**config.mk**
```make
export PLATFORM = sky130hd
export DESIGN_NAME = dcs_top
export DESIGN_NICKNAME = d
export VERILOG_FILES = /design/src/dcs_pkg.sv /design/src/dcs_regs.sv /design/src/dcs_top.sv
export VERILOG_INCLUDE_DIRS = /design/src
export SDC_FILE = /design/constraint.sdc
export NUM_CORES = 1
export LEC_CHECK = 0
export BUFFER_PORTS_ARGS = -buffer_cell sky130_fd_sc_hd__buf_2
export CAP_MARGIN = 20
export CORE_MARGIN = 3
export CORE_UTILIZATION = 29
export CTS_BUF_LIST = sky130_fd_sc_hd__clkbuf_8
export CTS_CLUSTER_DIAMETER = 100
export CTS_CLUSTER_SIZE = 28
export DETAILED_ROUTE_END_ITERATION = 8
export PLACE_DENSITY = 0.65
export SYNTH_ARGS = -nofsm -noshare
export SYNTH_HDL_FRONTEND = slang
export SYNTH_SLANG_ARGS = --single-unit
```
**constraint.sdc**
```tcl
create_clock -name mclk_in -period 1.55 [get_ports mclk_in]
set_input_delay 0.465 -clock mclk_in [delete_from_list [all_inputs] [get_ports mclk_in]]
set_output_delay 0.465 -clock mclk_in [all_outputs]
set_load 0.005 [all_outputs]
```
**src/dcs_cfg.svh**
```systemverilog
// register offsets, reset values and limits for the command source selector
`ifndef DCS_CFG_SVH
`define DCS_CFG_SVH
// ==========================================
// register indices as they appear on the plain index bus, no byte scaling
`define DCS_IDX_SPEED_SRC 12'h1a0
`define DCS_IDX_RUN_SRC 12'h1a1
`define DCS_IDX_STOP_METHOD 12'h1a2
`define DCS_IDX_STATUS 12'h1a3
// ==========================================
// reset values and limits
`define DCS_SPEED_SRC_RST 16'h0003
`define DCS_RUN_SRC_RST 16'h0003
`define DCS_STOP_METHOD_RST 16'h0001
`define DCS_SRC_MAX 16'h0003
`define DCS_STOP_MAX 16'h0001
`endif

```
**src/dcs_pkg.sv**
```systemverilog
// types shared by the command source selector
package dcs_pkg;
    // ==========================================
    // source encodings
    typedef enum logic [1:0] {
        DCS_SRC_PANEL = 2'b00,
        DCS_SRC_TERMINAL = 2'b01,
        DCS_SRC_SERIAL = 2'b10,
        DCS_SRC_CONTROLLER = 2'b11
    } dcs_src_t;
    // ==========================================
    // drive run state
    typedef enum logic [1:0] {
        DCS_ST_STOPPED = 2'b00,
        DCS_ST_RUNNING = 2'b01,
        DCS_ST_RAMP_STOP = 2'b10
    } dcs_state_t;
endpackage : dcs_pkg

```
**src/dcs_regs.sv**
```systemverilog
// configuration register file: source and stop method selections
`include "dcs_cfg.svh"
module dcs_regs (
    input wire logic mclk_in, // controller clock
    input wire logic srst_in, // sync reset, high
    input wire logic wr_en_in, // write strobe
    input wire logic [11:0] addr_in, // register index
    input wire logic [15:0] wdata_in, // write data
    input wire logic running_in, // drive is running
    output logic [1:0] speed_src_out, // speed source
    output logic [1:0] run_src_out, // run source
    output logic stop_coast_out // 1 coast, 0 ramp
);
    logic [1:0] speed_src_reg, speed_src_next;
    logic [1:0] run_src_reg, run_src_next;
    logic stop_reg, stop_next;
    // ==========================================
    // write decode; writes ignored while running or out of range
    always_comb begin
        speed_src_next = speed_src_reg;
        run_src_next = run_src_reg;
        stop_next = stop_reg;
        if (wr_en_in && !running_in) begin
            if (addr_in == `DCS_IDX_SPEED_SRC && wdata_in <= `DCS_SRC_MAX) begin
                speed_src_next = wdata_in[1:0];
            end
            if (addr_in == `DCS_IDX_RUN_SRC && wdata_in <= `DCS_SRC_MAX) begin
                run_src_next = wdata_in[1:0];
            end
            if (addr_in == `DCS_IDX_STOP_METHOD && wdata_in <= `DCS_STOP_MAX) begin
                stop_next = wdata_in[0];
            end
        end
    end
    // registers with documented reset values
    always_ff @(posedge mclk_in) begin
        if (srst_in) begin
            speed_src_reg <= 2'(`DCS_SPEED_SRC_RST);
            run_src_reg <= 2'(`DCS_RUN_SRC_RST);
            stop_reg <= 1'(`DCS_STOP_METHOD_RST);
        end else begin
            speed_src_reg <= speed_src_next;
            run_src_reg <= run_src_next;
            stop_reg <= stop_next;
        end
    end
    assign speed_src_out = speed_src_reg;
    assign run_src_out = run_src_reg;
    assign stop_coast_out = stop_reg;
    // ==========================================
    // assertions
    AST_NO_CHANGE_RUNNING: assert property (@(posedge mclk_in) disable iff (srst_in)
        running_in |=> $stable(speed_src_reg) && $stable(run_src_reg) && $stable(stop_reg))
        else $error("selection changed while running");
    AST_RANGE_REJECT: assert property (@(posedge mclk_in) disable iff (srst_in)
        (wr_en_in && addr_in == `DCS_IDX_RUN_SRC && wdata_in > `DCS_SRC_MAX) |=> $stable(run_src_reg))
        else $error("out of range run source accepted");
endmodule : dcs_regs

```
**src/dcs_top.sv**
```systemverilog
// drive command source selector: reference and run command multiplexing, stop handling
// Functional notes
// - speed source 0 panel, 1 analog terminal, 2 serial, 3 controller.
// - speed source resets to 3 and is frozen while running.
// - source 0 takes speed from the panel reference setting only.
// - source 1 takes speed from the first analog input sample.
// - run source 0..3 decoded, resets to 3, frozen while running.
// - run source 0 uses panel run, stop, inch and direction keys.
// - run source 1 uses terminal sequence run and reverse inputs.
// - stop command stops output by ramp or coast per selection.
// - stop method 0 ramp, 1 coast; resets to 1; frozen running.
`include "dcs_cfg.svh"
module dcs_top #(
    parameter int REF_W = 16 // speed reference width
) (
    input wire logic mclk_in, // controller clock, 40 MHz
    input wire logic srst_in, // sync reset, high
    input wire logic wr_en_in, // register write strobe
    input wire logic rd_en_in, // register read strobe
    input wire logic [11:0] addr_in, // register index
    input wire logic [15:0] wdata_in, // write data
    output logic [15:0] rdata_out, // read data
    input wire logic [REF_W-1:0] panel_ref_in, // panel reference setting
    input wire logic [REF_W-1:0] first_analog_input_in, // analog sample
    input wire logic [REF_W-1:0] serial_ref_in, // serial link reference
    input wire logic [REF_W-1:0] ctrl_ref_in, // controller reference
    input wire logic panel_run_key_in, // panel run key pulse
    input wire logic panel_stop_key_in, // panel stop key pulse
    input wire logic inch_key_in, // panel inch key level
    input wire logic direction_toggle_key_in, // panel direction pulse
    input wire logic term_run_in, // terminal run level
    input wire logic term_rev_in, // terminal reverse level
    input wire logic serial_run_in, // serial run level
    input wire logic serial_rev_in, // serial reverse level
    input wire logic ctrl_run_in, // controller run level
    input wire logic ctrl_rev_in, // controller reverse level
    input wire logic ramp_done_in, // ramp reached zero
    output logic [REF_W-1:0] speed_ref_out, // selected reference
    output logic run_out, // output active
    output logic reverse_out, // reverse direction
    output logic inch_out, // inching in progress
    output logic decel_out, // ramping down to stop
    output logic coast_out // one-cycle pulse when a coasting stop cuts the output
);
    logic [1:0] speed_src;
    logic [1:0] run_src;
    logic stop_coast;
    logic running;
    // ==========================================
    // configuration registers
    dcs_regs dcs_regs_inst (
        .mclk_in(mclk_in),
        .srst_in(srst_in),
        .wr_en_in(wr_en_in),
        .addr_in(addr_in),
        .wdata_in(wdata_in),
        .running_in(running),
        .speed_src_out(speed_src),
        .run_src_out(run_src),
        .stop_coast_out(stop_coast)
    );
    dcs_pkg::dcs_state_t state_reg, state_next;
    logic [REF_W-1:0] ref_reg, ref_next;
    logic panel_dir_reg, panel_dir_next;
    logic run_req, rev_req, inch_req;
    logic run_reg, rev_reg, inch_reg, decel_reg, coast_reg;
    logic run_next, rev_next, inch_next, decel_next, coast_next;
    logic [15:0] rdata_reg, rdata_next;
    // ramp stop still counts as running so selections stay frozen
    assign running = (state_reg != dcs_pkg::DCS_ST_STOPPED);
    // ==========================================
    // reference multiplexer
    always_comb begin
        unique case (dcs_pkg::dcs_src_t'(speed_src))
            dcs_pkg::DCS_SRC_PANEL: ref_next = panel_ref_in;
            dcs_pkg::DCS_SRC_TERMINAL: ref_next = first_analog_input_in;
            dcs_pkg::DCS_SRC_SERIAL: ref_next = serial_ref_in;
            dcs_pkg::DCS_SRC_CONTROLLER: ref_next = ctrl_ref_in;
        endcase
    end
    // ==========================================
    // run request multiplexer; panel run, stop and direction keys are pulses, inch key and others levels
    always_comb begin
        panel_dir_next = panel_dir_reg;
        if (direction_toggle_key_in && !running) begin
            panel_dir_next = !panel_dir_reg;
        end
        run_req = 1'b0;
        rev_req = 1'b0;
        inch_req = 1'b0;
        unique case (dcs_pkg::dcs_src_t'(run_src))
            dcs_pkg::DCS_SRC_PANEL: begin
                // a run key latches run; stop key wins over it
                // an inch start must not latch, or inching would outlive the key
                run_req = (panel_run_key_in || (run_reg && !decel_reg && !inch_reg))
                          && !panel_stop_key_in;
                inch_req = inch_key_in && !panel_stop_key_in;
                rev_req = panel_dir_reg;
            end
            dcs_pkg::DCS_SRC_TERMINAL: begin
                run_req = term_run_in;
                rev_req = term_rev_in;
            end
            dcs_pkg::DCS_SRC_SERIAL: begin
                run_req = serial_run_in;
                rev_req = serial_rev_in;
            end
            dcs_pkg::DCS_SRC_CONTROLLER: begin
                run_req = ctrl_run_in;
                rev_req = ctrl_rev_in;
            end
        endcase
    end
    // ==========================================
    // run and stop state machine
    always_comb begin
        state_next = state_reg;
        unique case (state_reg)
            dcs_pkg::DCS_ST_STOPPED: begin
                if (run_req || inch_req) begin
                    state_next = dcs_pkg::DCS_ST_RUNNING;
                end
            end
            dcs_pkg::DCS_ST_RUNNING: begin
                if (!run_req && !inch_req) begin
                    state_next = stop_coast ? dcs_pkg::DCS_ST_STOPPED
                                            : dcs_pkg::DCS_ST_RAMP_STOP;
                end
            end
            dcs_pkg::DCS_ST_RAMP_STOP: begin
                if (ramp_done_in) begin
                    state_next = dcs_pkg::DCS_ST_STOPPED;
                end else if (run_req || inch_req) begin
                    state_next = dcs_pkg::DCS_ST_RUNNING;
                end
            end
            default: state_next = dcs_pkg::DCS_ST_STOPPED;
        endcase
        run_next = (state_next != dcs_pkg::DCS_ST_STOPPED);
        decel_next = (state_next == dcs_pkg::DCS_ST_RAMP_STOP);
        // coast flag marks the cycle a coasting stop cut the output
        coast_next = (state_reg == dcs_pkg::DCS_ST_RUNNING)
                     && (state_next == dcs_pkg::DCS_ST_STOPPED);
        // direction tracks request every cycle while stopped, held from start through ramp stop
        rev_next = (state_reg == dcs_pkg::DCS_ST_STOPPED) ? rev_req : rev_reg;
        inch_next = inch_req && !run_req && (state_next == dcs_pkg::DCS_ST_RUNNING);
    end
    // ==========================================
    // register read mux; unmapped index reads zero
    always_comb begin
        rdata_next = 16'h0000;
        if (rd_en_in) begin
            unique case (addr_in)
                `DCS_IDX_SPEED_SRC: rdata_next = {14'h0000, speed_src};
                `DCS_IDX_RUN_SRC: rdata_next = {14'h0000, run_src};
                `DCS_IDX_STOP_METHOD: rdata_next = {15'h0000, stop_coast};
                `DCS_IDX_STATUS: rdata_next = {13'h0000, decel_reg, rev_reg, run_reg};
                default: rdata_next = 16'h0000;
            endcase
        end
    end
    // ==========================================
    // state registers
    always_ff @(posedge mclk_in) begin
        if (srst_in) begin
            state_reg <= dcs_pkg::DCS_ST_STOPPED;
            ref_reg <= '0;
            panel_dir_reg <= 1'b0;
            run_reg <= 1'b0;
            rev_reg <= 1'b0;
            inch_reg <= 1'b0;
            decel_reg <= 1'b0;
            coast_reg <= 1'b0;
            rdata_reg <= 16'h0000;
        end else begin
            state_reg <= state_next;
            ref_reg <= ref_next;
            panel_dir_reg <= panel_dir_next;
            run_reg <= run_next;
            rev_reg <= rev_next;
            inch_reg <= inch_next;
            decel_reg <= decel_next;
            coast_reg <= coast_next;
            rdata_reg <= rdata_next;
        end
    end
    assign speed_ref_out = ref_reg;
    assign run_out = run_reg;
    assign reverse_out = rev_reg;
    assign inch_out = inch_reg;
    assign decel_out = decel_reg;
    assign coast_out = coast_reg;
    assign rdata_out = rdata_reg;
    // ==========================================
    // assertions
    AST_PANEL_REF: assert property (@(posedge mclk_in) disable iff (srst_in)
        (speed_src == 2'h0) |=> (speed_ref_out == $past(panel_ref_in)))
        else $error("panel reference not selected");
    AST_ANALOG_REF: assert property (@(posedge mclk_in) disable iff (srst_in)
        (speed_src == 2'h1) |=> (speed_ref_out == $past(first_analog_input_in)))
        else $error("analog reference not selected");
    AST_SERIAL_REF: assert property (@(posedge mclk_in) disable iff (srst_in)
        (speed_src == 2'h2) |=> (speed_ref_out == $past(serial_ref_in)))
        else $error("serial reference not selected");
    AST_PANEL_STOP: assert property (@(posedge mclk_in) disable iff (srst_in)
        (run_src == 2'h0 && panel_stop_key_in && run_reg && !decel_reg)
        |=> (!run_out || decel_out))
        else $error("panel stop ignored");
    // inching must last as long as the key is held
    AST_INCH_HOLD: assert property (@(posedge mclk_in) disable iff (srst_in)
        (run_src == 2'h0 && inch_key_in && inch_out && !panel_run_key_in && !panel_stop_key_in)
        |=> inch_out)
        else $error("inching dropped while key held");
    AST_TERM_RUN: assert property (@(posedge mclk_in) disable iff (srst_in)
        (run_src == 2'h1 && term_run_in && state_reg == dcs_pkg::DCS_ST_STOPPED) |=> run_out)
        else $error("terminal run ignored");
    AST_COAST_STOP: assert property (@(posedge mclk_in) disable iff (srst_in)
        (state_reg == dcs_pkg::DCS_ST_RUNNING && stop_coast && !run_req && !inch_req)
        |=> (coast_out && !run_out) ##1 !coast_out)
        else $error("coast stop wrong");
    AST_RAMP_STOP: assert property (@(posedge mclk_in) disable iff (srst_in)
        (state_reg == dcs_pkg::DCS_ST_RUNNING && !stop_coast && !run_req && !inch_req)
        |=> (decel_out && run_out && !coast_out))
        else $error("ramp stop wrong");
    AST_RESET_SRC: assert property (@(posedge mclk_in)
        $past(srst_in) |-> (speed_src == 2'h3 && run_src == 2'h3 && stop_coast))
        else $error("reset selection wrong");
endmodule : dcs_top

```
==> results.cfg <==
[status]
status = finished, final reports clean

[setup_path]
crit_top_cell = nor4_4
worstPathRequired_ps = 1750
r2r_end = dcs_regs_inst.speed_src_out[1]$_SDFFE_PP1P_
arrival_ps = 1660
end_kind = register
rrSetupSlack_ps = 150
worst_path_max_delay_cell = nor4_4
r2r-start = state_reg[0]$_SDFF_PP0_
r2r_cells = 4
path_max_fanout = 4
critPathKind = in -> reg
cp-start-kind = input pin
cp_slowest_stage_delay_ps = 350
crit_chain = buf_2, nor4_4, nand4_4, nor4_4, mux2i_1

[cells_and_area]
nFillCells = 564
final_util_pct = 46.5
diodes = 0
drive_gt1_share_pct = 58.3
largest_register_ffs = 16
design_area_um2 = 2650
fin_nets = 407
syn_to_final_growth_pct = 49.6

[clock_tree]
cts_tree = yes
insertion_delay_ps = 270
cts.path.max_buffers = 2
cts_buffers = 5
hold_buffers = 0
htree_levels = 2
cts_resized = 0
path_clk_slew_ps = 70
cts_setup_buffers = 0
cts_num_sinks = 32
clockRootBuffer = clkbuf_8

[placement]
gp_congestion = 0.790
pre_cts_ws_ps = -199
dp_hpwl_mm = 4.52
placed_area_um2 = 2530
io_buffers = 130

[power]
vdd_drop_max_mv = 0.331
power_uw = 1850
leakage_uw = 0.00128
p_per_area_nw_per_um2 = 698

[die]
row_count = 27
coreArea_um2 = 5710
die_x_um = 84.2
num_io_pins = 144
start_util_pct = 31.1
dieArea_um2 = 7090
die_y_um = 84.2

[worst_hold_path]
holdPathEnd = inch_out$_SDFF_PP0_
whs_path_depth = 2
worst_hold_path_type = in -> reg
min_from = panel_run_key_in

[sta]
fin_tns_setup_ps = 0
hold_viol = 0
period_share_pct = 94.0
min_period_ps = 1460
fmax_mhz = 686
final.setup.worst_slack_ps = 92.6
finalSetupViolations = 0
skew_ps = 5.11
slew_violations = 0

[yosys]
synth_area_um2 = 1770
yosysWarnings = 0
ys_seq_elements = 32
synth_top_area_share_pct = 36.1
syn_inst = 160
async_flop_share_pct = 0
ys_types = 38
synth_edf_count = 0
synth_seq_area_share_pct = 36.1
synth_top_cell_by_area = dfxtp_1
synthTopCellsByArea = dfxtp_1, mux4_2, and2_1
synth-main-ff-cell = dfxtp_1
syn_area_per_cell_um2 = 11.1

[global_routing]
grt_pass1_wl_mm = 8.51
grt_overflow = 0
antenna_found_initial = 0
grtUsageTotal_pct = 15.0
grt_max_degree = 18
grt_pass1_vias = 1795

[routing]
avgViaCountPerCell = 4.69
drt_iter0_markers = 28
drtPass1Iterations = 4
wl_mm = 5.37
antenna_left = 0
dr_total_vias = 1746
drc_errors = 0
wl_per_cell_um = 14.4

[job]
maxCapViolCount = 0
cell usage after synthesis (2+ instances only):
cell,n
nand2_1,7
and2_1,17
nor3b_1,2
nor2_1,16
and4_1,2
buf_2,4
nand4_1,2
clkbuf_1,2
mux4_2,17
buf_4,14
nor3_1,5
dfxtp_1,32
nor4_1,2
mux2i_1,5
nand3_1,6
nor4_2,3
o21ai_0,3
power by group:
group | internal [µW] | switching (µW)
Clock | 395 | 282
Sequential | 853 | 12.0
Combinational | 191 | 119
Total | 1440 | 413
cell usage in the layout, fill, tap and decap left out, types with 2 or more instances in the layout:
cell / n
nand2_1: 7
dfxtp_1: 32
nor2_1: 15
and2_1: 17
buf_4: 10
nor3b_1: 2
buf_12: 2
nor4_2: 2
conb_1: 13
nand3_1: 6
clkbuf_8: 7
and4_1: 2
nand4_1: 2
nor3_1: 5
nor4_4: 2
nor4_1: 2
buf_2: 129
o21ai_0: 3
mux4_2: 17
mux2i_1: 5
layout make-up:
type / count / area [µm²] / area share (%)
clock buffer: 7 / 96.3 / 3.63
sequential: 32 / 641 / 24.2
multi-input combinational: 118 / 1050 / 39.6
inverter: 1 / 3.75 / 0.142
timing repair buffer: 142 / 772 / 29.1
tap: 72 / 90.1 / 3.40
metal layers:
metal	vias to the layer above	routed length [µm]	track usage [%]
met3	2	567	4.51
met2	105	2710	27.8
met4	0	40	3.95
met5	-	0	0
li1	847	-	-
met1	792	2050	16.6
through the flow:
step	std cells	hold slack, ps
after detailed placement	365	471
after global placement	365	471
after global routing	372	363
final	372	362
after floorplan	172	438
after CTS	372	350
kinds of logic after synthesis:
logic type,synth area share (%)
mux,25.7
simple gates,25.0
compound gates,4.16
flops,36.1
xor+xnor,0.494
other cells,0.212
buf+inv,8.33
worst max-delay path: cells and delay by family:
family | cells | cell delay (ps)
simple gates | 3 | 870
mux | 1 | 220
buf+inv | 1 | 110
worst max path at each step:
stage                                        from                                     endpoint  slack, ps  depth (start not counted)
after floorplan                       wdata_in[3]  dcs_regs_inst.speed_src_out[0]$_SDFFE_PP1P_         50                          4
final                                 wdata_in[3]  dcs_regs_inst.speed_src_out[1]$_SDFFE_PP1P_         90                          5
after global placement                wdata_in[3]  dcs_regs_inst.speed_src_out[1]$_SDFFE_PP1P_       -120                          5
after CTS                 state_reg[0]$_SDFF_PP0_  dcs_regs_inst.speed_src_out[1]$_SDFFE_PP1P_         80                          4
after detailed placement              wdata_in[3]  dcs_regs_inst.speed_src_out[1]$_SDFFE_PP1P_       -200                          5
after global routing                  wdata_in[3]  dcs_regs_inst.speed_src_out[1]$_SDFFE_PP1P_        -30                          5
No activity file was read; power rests on OpenSTA's default activity.
